[src/lpr_regs.svh]
// Timing counts, field positions and reset values of the LCD refresh timing block
`ifndef LPR_REGS_SVH
`define LPR_REGS_SVH

// Serialiser queue: 16 bits, fetch only while two 3-bit pushes still fit
`define LPR_Q_ROOM 5'ha
`define LPR_POP_NIB 4'h4
`define LPR_POP_BYTE 4'h8
`define LPR_NEED_NIB 5'h4
`define LPR_NEED_BYTE 5'h8

// Data-cycle phases per shifted group
`define LPR_DIR_LAST_PH 2'h1
`define LPR_MUX_LAST_PH 2'h3

// Dither sequence: 15 frames, 4-level uses it modulo 3
`define LPR_DITH_LAST 4'he
`define LPR_DITH_STEPS4 4'h3

// Reset and idle levels, fetch address step
`define LPR_NIB_IDLE 4'h0
`define LPR_POL_RST 1'b0
`define LPR_ADDR_STEP 16'h1

`endif

[src/lpr_pkg.sv]
// Types shared by the LCD refresh timing block
package lpr_pkg;

  typedef enum logic [1:0] {
    PANEL_SPLIT4,
    PANEL_NONSPLIT4,
    PANEL_NONSPLIT8
  } lpr_panel_type;

  typedef enum logic [1:0] {
    ST_OFF,
    ST_SHIFT,
    ST_GAP
  } lpr_state_type;

endpackage

[src/lpr_pix_if.sv]
// Carrier between the refresh core and the pixel converter
`timescale 1ns/100ps
interface lpr_pix_if;
  logic [7:0] pixel;
  logic color;
  logic grey16;
  logic [3:0] phase;
  logic [2:0] bits;
  logic [1:0] nbits;

  modport conv (input pixel, input color, input grey16, input phase, output bits, output nbits);
  modport core (output pixel, output color, output grey16, output phase, input bits, input nbits);
endinterface

[src/lpr_pixel_conv.sv]
// Pixel byte to panel bits, with time-based grey dithering
`timescale 1ns/100ps
`include "lpr_regs.svh"
module lpr_pixel_conv (
  // Pixel in, panel bits out
  lpr_pix_if.conv pix
);

  function automatic logic dith_on(input logic [3:0] level, input logic [3:0] thresh);
    return level > thresh;
  endfunction

  logic [3:0] ph3;

  always_comb begin
    ph3 = pix.phase % `LPR_DITH_STEPS4;
    if (pix.color) begin
      // RGB332: top two bits of each channel, dithered over three frames
      pix.bits = {dith_on({2'h0, pix.pixel[7:6]}, ph3),
                  dith_on({2'h0, pix.pixel[4:3]}, ph3),
                  dith_on({2'h0, pix.pixel[1:0]}, ph3)};
      pix.nbits = 2'h3;
    end else if (pix.grey16) begin
      pix.bits = {dith_on(pix.pixel[3:0], pix.phase), 2'h0};
      pix.nbits = 2'h1;
    end else begin
      pix.bits = {dith_on({2'h0, pix.pixel[1:0]}, ph3), 2'h0};
      pix.nbits = 2'h1;
    end
  end

endmodule // lpr_pixel_conv

[src/lpr_refresh_timing.sv]
// Passive LCD refresh timing: pacing, pixel serialising and panel strobes
`timescale 1ns/100ps
`include "lpr_regs.svh"

module lpr_refresh_timing (
  // Clock and reset
  input wire logic clock_in,
  input wire logic rst_in,
  // Configuration
  input wire logic enable_in,
  input wire lpr_pkg::lpr_panel_type panel_type_in,
  input wire logic color_mode_in,
  input wire logic grey16_in,
  input wire logic polarity_mode_sel_in,
  input wire logic [7:0] polarity_period_count_in,
  input wire logic [4:0] shift_clock_divisor_in,
  input wire logic [8:0] line_width_count_in,
  input wire logic [9:0] line_period_count_in,
  input wire logic [9:0] panel_height_count_in,
  input wire logic [15:0] upper_base_in,
  input wire logic [15:0] lower_base_in,
  // Video buffer read port
  input wire logic [7:0] pix_data_in,
  output logic [15:0] pix_addr_out,
  output logic pix_rd_out,
  // Panel pins
  output logic shift_clock_out,
  output logic line_latch_pulse_out,
  output logic panel_top_sync_out,
  output logic ac_polarity_toggle_out,
  output logic [3:0] pixel_nibble_out,
  output logic panel_power_enable_out,
  output logic shift_idle_flag_out
);

  // Left-aligned queue update: pop from the top, then append below the rest
  function automatic logic [20:0] q_upd(input logic [15:0] q, input logic [4:0] cnt,
                                        input logic [3:0] pop, input logic en,
                                        input logic [2:0] bits, input logic [1:0] n);
    logic [15:0] t;
    logic [15:0] ins;
    logic [4:0] c;
    t = q << pop;
    c = cnt - {1'b0, pop};
    ins = en ? ({bits, 13'h0} >> c) : 16'h0;
    t = t | ins;
    c = c + (en ? {3'h0, n} : 5'h0);
    return {c, t};
  endfunction

  lpr_pix_if pix_if ();

  lpr_pixel_conv u_conv (
    .pix(pix_if.conv)
  );

  lpr_pkg::lpr_state_type st, next_st;
  logic [4:0] baud_cnt, next_baud;
  logic [1:0] ph, next_ph;
  logic [8:0] grp_cnt, next_grp;
  logic [9:0] rate_cnt, next_rate;
  logic [9:0] line_cnt, next_line;
  logic [7:0] pol_cnt, next_pol_cnt;
  logic [3:0] frame_ph, next_frame_ph;
  logic [3:0] ld_hold, next_ld_hold;
  logic next_cp, next_latch, next_top, next_pol;
  logic [3:0] next_nib;
  logic [15:0] uq, next_uq, lq, next_lq;
  logic [4:0] ucnt, next_ucnt, lcnt, next_lcnt;
  logic [15:0] addr_up, next_addr_up, addr_lo, next_addr_lo, next_addr_out;
  logic fetch_lower, next_fetch_lower, rd_pend, next_rd_pend, rd_lower, next_rd_lower;
  logic next_rd, tgt_lo, room;
  logic [3:0] u_pop, l_pop;
  logic mux, split, wide8, have, halt, tick, frame_end, flush;
  logic [1:0] last_ph;

  assign split = panel_type_in == lpr_pkg::PANEL_SPLIT4;
  assign wide8 = panel_type_in == lpr_pkg::PANEL_NONSPLIT8;
  assign mux = split || wide8;
  assign last_ph = mux ? `LPR_MUX_LAST_PH : `LPR_DIR_LAST_PH;

  assign pix_if.pixel = pix_data_in;
  assign pix_if.color = color_mode_in;
  assign pix_if.grey16 = grey16_in;
  assign pix_if.phase = frame_ph;

  // Stall the baud clock rather than shift out stale bits when fetch falls behind
  assign have = (ucnt >= (wide8 ? `LPR_NEED_BYTE : `LPR_NEED_NIB)) &&
                (!split || lcnt >= `LPR_NEED_NIB);
  assign halt = (st == lpr_pkg::ST_SHIFT) && (ph == 2'h0) && !have;
  assign tick = enable_in && (st != lpr_pkg::ST_OFF) && (baud_cnt == 5'h0) && !halt;
  assign flush = frame_end || (st == lpr_pkg::ST_OFF) || !enable_in;

  // Panel timing
  always_comb begin
    next_st = st;
    next_baud = baud_cnt;
    next_ph = ph;
    next_grp = grp_cnt;
    next_rate = rate_cnt;
    next_line = line_cnt;
    next_pol_cnt = pol_cnt;
    next_frame_ph = frame_ph;
    next_ld_hold = ld_hold;
    next_cp = shift_clock_out;
    next_nib = pixel_nibble_out;
    next_latch = 1'b0;
    next_top = panel_top_sync_out;
    next_pol = ac_polarity_toggle_out;
    u_pop = 4'h0;
    l_pop = 4'h0;
    frame_end = 1'b0;
    if (baud_cnt != 5'h0) begin
      next_baud = baud_cnt - 5'h1;
    end else if (!halt) begin
      next_baud = shift_clock_divisor_in;
    end
    if (tick && rate_cnt != 10'h0) begin
      next_rate = rate_cnt - 10'h1;
    end
    case (st)
      lpr_pkg::ST_OFF: begin
        next_st = lpr_pkg::ST_SHIFT;
        next_ph = 2'h0;
        next_grp = line_width_count_in;
        next_rate = line_period_count_in;
        next_line = panel_height_count_in;
        next_pol_cnt = polarity_period_count_in;
      end
      lpr_pkg::ST_SHIFT: begin
        if (tick) begin
          next_ph = ph + 2'h1;
          if (ph == 2'h0) begin
            u_pop = wide8 ? `LPR_POP_BYTE : `LPR_POP_NIB;
            l_pop = split ? `LPR_POP_NIB : 4'h0;
            next_nib = uq[15:12];
            next_ld_hold = split ? lq[15:12] : uq[11:8];
            next_cp = !mux;
          end else if (ph == 2'h1) begin
            // Lower nibble appears as the external latch takes the upper one
            next_cp = mux;
            if (mux) begin
              next_nib = ld_hold;
            end
          end else if (ph == 2'h3) begin
            next_cp = 1'b0;
          end
          if (ph == last_ph) begin
            next_ph = 2'h0;
            if (grp_cnt == 9'h0) begin
              next_st = lpr_pkg::ST_GAP;
            end else begin
              next_grp = grp_cnt - 9'h1;
            end
          end
        end
      end
      lpr_pkg::ST_GAP: begin
        if (tick && rate_cnt == 10'h0) begin
          next_latch = 1'b1;
          next_rate = line_period_count_in;
          next_st = lpr_pkg::ST_SHIFT;
          next_grp = line_width_count_in;
          next_ph = 2'h0;
          next_top = line_cnt == 10'h0;
          if (line_cnt == 10'h0) begin
            frame_end = 1'b1;
            next_line = panel_height_count_in;
            next_frame_ph = (frame_ph == `LPR_DITH_LAST) ? 4'h0 : frame_ph + 4'h1;
            if (!polarity_mode_sel_in) begin
              next_pol = !ac_polarity_toggle_out;
            end
          end else begin
            next_line = line_cnt - 10'h1;
          end
          if (polarity_mode_sel_in) begin
            if (pol_cnt == 8'h0) begin
              next_pol = !ac_polarity_toggle_out;
              next_pol_cnt = polarity_period_count_in;
            end else begin
              next_pol_cnt = pol_cnt - 8'h1;
            end
          end else begin
            next_pol_cnt = polarity_period_count_in;
          end
        end
      end
      default: begin
        next_st = lpr_pkg::ST_OFF;
      end
    endcase
    if (!enable_in) begin
      next_st = lpr_pkg::ST_OFF;
      next_baud = 5'h0;
      next_cp = 1'b0;
      next_nib = `LPR_NIB_IDLE;
      next_latch = 1'b0;
      next_top = 1'b0;
    end
  end

  always_ff @(posedge clock_in) begin
    if (rst_in) begin
      st <= lpr_pkg::ST_OFF;
      baud_cnt <= 5'h0;
      ph <= 2'h0;
      grp_cnt <= 9'h0;
      rate_cnt <= 10'h0;
      line_cnt <= 10'h0;
      pol_cnt <= 8'h0;
      frame_ph <= 4'h0;
      ld_hold <= 4'h0;
      shift_clock_out <= 1'b0;
      pixel_nibble_out <= `LPR_NIB_IDLE;
      line_latch_pulse_out <= 1'b0;
      panel_top_sync_out <= 1'b0;
      ac_polarity_toggle_out <= `LPR_POL_RST;
      panel_power_enable_out <= 1'b0;
      shift_idle_flag_out <= 1'b1;
    end else begin
      st <= next_st;
      baud_cnt <= next_baud;
      ph <= next_ph;
      grp_cnt <= next_grp;
      rate_cnt <= next_rate;
      line_cnt <= next_line;
      pol_cnt <= next_pol_cnt;
      frame_ph <= next_frame_ph;
      ld_hold <= next_ld_hold;
      shift_clock_out <= next_cp;
      pixel_nibble_out <= next_nib;
      line_latch_pulse_out <= next_latch;
      panel_top_sync_out <= next_top;
      ac_polarity_toggle_out <= next_pol;
      panel_power_enable_out <= enable_in;
      shift_idle_flag_out <= next_st != lpr_pkg::ST_SHIFT;
    end
  end

  // Buffer fetch and bit queues
  always_comb begin
    next_addr_up = addr_up;
    next_addr_lo = addr_lo;
    next_addr_out = pix_addr_out;
    next_fetch_lower = fetch_lower;
    next_rd = 1'b0;
    next_rd_pend = 1'b0;
    next_rd_lower = rd_lower;
    {next_ucnt, next_uq} = q_upd(uq, ucnt, u_pop, rd_pend && !rd_lower,
                                 pix_if.bits, pix_if.nbits);
    {next_lcnt, next_lq} = q_upd(lq, lcnt, l_pop, rd_pend && rd_lower,
                                 pix_if.bits, pix_if.nbits);
    tgt_lo = split && fetch_lower;
    room = tgt_lo ? (lcnt <= `LPR_Q_ROOM) : (ucnt <= `LPR_Q_ROOM);
    if (room) begin
      next_rd = 1'b1;
      next_rd_pend = 1'b1;
      next_rd_lower = tgt_lo;
      next_addr_out = tgt_lo ? addr_lo : addr_up;
      if (tgt_lo) begin
        next_addr_lo = addr_lo + `LPR_ADDR_STEP;
      end else begin
        next_addr_up = addr_up + `LPR_ADDR_STEP;
      end
      next_fetch_lower = split && !fetch_lower;
    end
    // Frame end drops leftovers and in-flight reads so each frame starts aligned
    if (flush) begin
      next_uq = 16'h0;
      next_ucnt = 5'h0;
      next_lq = 16'h0;
      next_lcnt = 5'h0;
      next_rd = 1'b0;
      next_rd_pend = 1'b0;
      next_addr_up = upper_base_in;
      next_addr_lo = lower_base_in;
      next_fetch_lower = 1'b0;
    end
  end

  always_ff @(posedge clock_in) begin
    if (rst_in) begin
      uq <= 16'h0;
      ucnt <= 5'h0;
      lq <= 16'h0;
      lcnt <= 5'h0;
      addr_up <= 16'h0;
      addr_lo <= 16'h0;
      fetch_lower <= 1'b0;
      rd_pend <= 1'b0;
      rd_lower <= 1'b0;
      pix_addr_out <= 16'h0;
      pix_rd_out <= 1'b0;
    end else begin
      uq <= next_uq;
      ucnt <= next_ucnt;
      lq <= next_lq;
      lcnt <= next_lcnt;
      addr_up <= next_addr_up;
      addr_lo <= next_addr_lo;
      fetch_lower <= next_fetch_lower;
      rd_pend <= next_rd_pend;
      rd_lower <= next_rd_lower;
      pix_addr_out <= next_addr_out;
      pix_rd_out <= next_rd;
    end
  end

  // Shift clock rises seen since the last latch
  logic [9:0] cp_seen;
  always_ff @(posedge clock_in) begin
    if (rst_in || st == lpr_pkg::ST_OFF) begin
      cp_seen <= 10'h0;
    end else if (line_latch_pulse_out) begin
      cp_seen <= {9'h0, next_cp && !shift_clock_out};
    end else if (next_cp && !shift_clock_out) begin
      cp_seen <= cp_seen + 10'h1;
    end
  end
endmodule // lpr_refresh_timing

[config.mk]
export PLATFORM = sky130hd
export DESIGN_NAME = lpr_refresh_timing
export DESIGN_NICKNAME = d
export VERILOG_FILES = /design/src/lpr_pkg.sv /design/src/lpr_pix_if.sv /design/src/lpr_pixel_conv.sv /design/src/lpr_refresh_timing.sv
export VERILOG_INCLUDE_DIRS = /design/src
export SDC_FILE = /design/constraint.sdc
export NUM_CORES = 1
export LEC_CHECK = 0
export BUFFER_PORTS_ARGS = -buffer_cell sky130_fd_sc_hd__buf_2
export CAP_MARGIN = 20
export CORE_ASPECT_RATIO = 1.25
export CORE_MARGIN = 4
export CORE_UTILIZATION = 30
export DETAILED_ROUTE_END_ITERATION = 8
export GPL_ROUTABILITY_DRIVEN = 0
export PLACE_DENSITY = 0.55
export SYNTH_ARGS = -nofsm -noshare
export SYNTH_HDL_FRONTEND = slang
export SYNTH_SLANG_ARGS = --single-unit
[constraint.sdc]
create_clock -name clock_in -period 5.2 [get_ports clock_in]
set_input_delay 0.78 -clock clock_in [delete_from_list [all_inputs] [get_ports clock_in]]
set_output_delay 0.78 -clock clock_in [all_outputs]
set_load 0.005 [all_outputs]
==> qor.csv <==
stage,metric,value,unit
run_status,status,finished clean,
sta,endpoints failing hold,0,
min_path,Hold Crit Class,flop to flop,
grt,first-pass GRT wire length,43.6,mm
floorplanning,CORE AREA,30900,um2
yosys,Mapped Nets,1270,
worst_setup_path,critical path required time,5530,ps
placement,DP HPWL,19.1,mm
sta,Worst Skew,20.9,ps
power_and_ir_drop,P_leak,4.01,nW
yosys,Most used DFF post-synth,dfxtp_1,
yosys,ys async rst share,0,%
layout,synthesis-to-layout area growth,16.4,%
grt,M3 GR Usage,2.61,%
grt,busiest grt layer,met2,
run,Max Cap Viol,0,
floorplanning,Initial Utilization,30.3,%
cts,"Clk pin slew, worst setup/hold paths",70,ps
layout,share of post-route cells with drive strength above 1,18.9,%
worst_setup_path,WP data arrival,4810,ps
power_and_ir_drop,Net Switching,0.000896,W
power_and_ir_drop,Sw Ratio,30.3,%
power_and_ir_drop,internal power,0.00206,W
routing,DRC viols,0,
yosys,Netlist cell types,80,
worst_setup_path,kind of critical path,flop to flop,
routing,Routed WL,26.2,mm
power_and_ir_drop,combinational share of power,12.6,%
worst_setup_path,CP Cell Sequence,"nand2b_1, inv_1, ha_1, inv_1, ha_1, o21ai_0, ha_1, nor3_1, mux2i_1, ha_1, a221oi_1, o21ai_0, o221ai_2, a32oi_1, o41ai_1",
worst_setup_path,CP Max Fanout,9,
yosys,syn avg cell area,8.20,um2
floorplanning,top-level I/O count,117,
sta,final setup fails,0,
cts,Clock Tree Buf Depth,2,
worst_setup_path,critical path's slowest cell,a221oi_1,
yosys,sequential-to-total area share from yosys stat,33.5,%
sta,Final WS setup,714,ps
yosys,Syn Inst Count,1144,
power_and_ir_drop,PD cells,271,nW/um2
sta,Final TNS setup,0,ps
grt,largest net degree at the start of global routing,65,
sta,Tcrit/Tclk final,86.3,%
worst_setup_path,crit-path most repeated cell,ha_1,
floorplanning,chip height,206,um
floorplanning,Rows,72,
worst_setup_path,CP Capture Type,flop,
sta,worst rel slew slack,30.0,%
routing,initial drt markers,541,
yosys,number of synthesized register bits,157,
sta,Worst-Margin Slew,1050,ps
worst_setup_path,Critical Path Start Type,flop,
grt,met2 Use GR,26.2,%
grt,Tot GR Track Use,15.3,%
placement,pre-CTS setup slack,535,ps
grt,aggregate global routing overflow,0,
grt,number of global-route vias before repair,8413,
power_and_ir_drop,Worst IR Drop VDD,0.212,mV
sta,unrepaired setup endpoints after global routing,false,
routing,drt pass-1 iters,4,
cts,Clock Latency Late Sink,440,ps
grt,antenna violations before repair,0,
routing,DR vias,8534,
routing,Final ANT Viol Nets,0,
sta,FMAX,0.223,GHz
power_and_ir_drop,Clk pwr share,43.4,%
cts,CTS Hold Buffers Added,0,
routing,via density per instance,5.21,
power_and_ir_drop,sequential power share,44.0,%
layout,Nets,1343,
placement,dpl cells,1605,
cts,CTS buffer count,17,
yosys,Yosys warning total,0,
power_and_ir_drop,Power Total,0.00296,W
grt,GRT met1 Usage,20.1,%
sta,Final Max Tran Viols,0,
routing,wire per inst,16.0,um
worst_setup_path,peak per-stage delay on the critical path,490,ps
floorplanning,die area,34200,um2
cts,H-Tree Depth,4,
cts,Clk Tree Root Cell,clkbuf_16,
floorplanning,die span in x,166,um
cts,# clock sinks,157,
layout,"Cell Count, Final, Fillers Out",1638,
sta,Tmin final,4490,ps
placement,Port Buf Inserts,115,
yosys,Post-synth EDFFs,0,
layout,final-layout fill cell count,3239,
yosys,Syn Std Cell Area,9380,um2
cts,CTS tree,built,
## state kept, by name, indices dropped and copies added (netlist names), 8 cells and up
register	count
addr_lo	16
addr_up	16
lq	16
pix_addr_out	16
uq	16
line_cnt	10
rate_cnt	10
grp_cnt	9
pol_cnt	8
## Yosys cell counts, drive strengths merged (4+ instances only)
cell	n	area share, %
nor2b	8	0.53
nand3b	5	0.40
xor2	34	3.2
buf	28	1.8
a21oi	83	4.4
a221oi	7	0.65
nand4	23	1.5
a211oi	72	7.5
o211ai	12	0.96
nor3	32	1.8
nor2	137	5.5
nand2b	16	1.1
mux2i	33	3.5
or3	10	0.67
clkbuf	51	2.0
nand4b	4	0.37
o21ai	44	2.3
and4	10	0.93
mux2	8	0.96
a31o	4	0.37
o31ai	8	0.64
or4	7	0.56
nor3b	6	0.48
nand3	44	2.3
dfxtp	157	34
xnor2	14	1.3
inv	44	1.8
nand2	87	3.5
o41ai	4	0.37
ha	33	4.4
a22oi	7	0.56
and3	11	0.73
a21o	5	0.40
nor4	14	1.2
o22ai	9	0.60
and2	10	0.67
or2	6	0.40
a31oi	7	0.47
a311oi	6	0.56
## path summary, 6_finish.rpt
check | from | end | slack, ps | cells after the start
worst max-delay path | frame_ph[3]$_SDFFE_PP0P_ | lq[0]$_SDFF_PP0_ | 710 | 15
worst min-delay path | shift_clock_out$_SDFFE_PP0P_ | shift_clock_out$_SDFFE_PP0P_ | 480 | 2
worst max register to register | frame_ph[3]$_SDFFE_PP0P_ | lq[0]$_SDFF_PP0_ | 710 | 15
worst min register to register | shift_clock_out$_SDFFE_PP0P_ | shift_clock_out$_SDFFE_PP0P_ | 480 | 2
## routing by layer
metal / up-vias / share of wire (%)
met4: 0 / 1.4
li1: 4325 / -
met1: 4000 / 47
met2: 182 / 48
met3: 27 / 3.8
met5: - / 0
## layout by cell type (no fill, tap or decap), drive strengths merged, types with 7 or more instances in the layout
cell	count
dfxtp	157
nor2	137
buf	133
nand2	87
a21oi	83
a211oi	72
inv	53
nand3	44
o21ai	44
xor2	34
mux2i	33
ha	33
nor3	32
nand4	23
clkbuf	17
nand2b	16
xnor2	14
nor4	14
o211ai	12
and3	11
or3	10
and4	10
and2	10
o22ai	9
nor2b	8
mux2	8
o31ai	8
or4	7
a221oi	7
a22oi	7
a31oi	7
## per-stage QoR
stage	instance area, um2	hold WS [ps]	utilization [%]
global route	10900	503	35.3
CTS	10900	475	35.3
global placement	10300	452	33.3
detailed placement	10300	465	33.3
floorplan	9380	440	-
finish	10900	475	35.3
## cell families after synthesis
logic type	count (synthesis)	share of synthesized area [%]
compound gates	300	23.2
simple gates	439	23.8
xor+xnor	48	4.48
flops	157	33.5
mux	41	4.48
buf+inv	123	5.56
fa+ha+maj	36	5.04
## repair_timing
action | CTS | global route
setup endpoints to repair | 0 | 1
gates resized for setup | 0 | 1
buffers inserted | 0 | 0
## critical path: cells and delay by family, from the launching register on
kind	cells	cell delay, ps
AOI/OAI and AO/OA	6	1830
adders and majority gates	4	1040
buffers and inverters	2	120
DFF	1	470
muxes	1	380
and+or+nand+nor	2	540
## cell type report
| type | count | area (um2) | share of cell area [%] |
|---|---|---|---|
| Antenna cell | 1 | 2.50 | 0.0229 |
| Clock buffer | 17 | 425 | 3.90 |
| Clock inverter | 15 | 189 | 1.73 |
| Inverter | 44 | 165 | 1.51 |
| Multi-Input combinational cell | 864 | 5770 | 52.8 |
| Sequential cell | 157 | 3140 | 28.8 |
| Tap cell | 407 | 509 | 4.67 |
| Timing Repair Buffer | 133 | 713 | 6.54 |
## power groups by stage
stage | combinational, W | clock (W) | sequential [W]
2_1_floorplan | 0.000257 | 0 | 0.00132
3_3_place_gp | 0.000368 | 0 | 0.00133
3_5_place_dp | 0.000371 | 0 | 0.00133
4_1_cts | 0.000374 | 0.00132 | 0.00130
5_1_grt | 0.000415 | 0.00137 | 0.00131
6_report | 0.000371 | 0.00128 | 0.00130
Note: power is estimated with default switching activity, not from simulation.
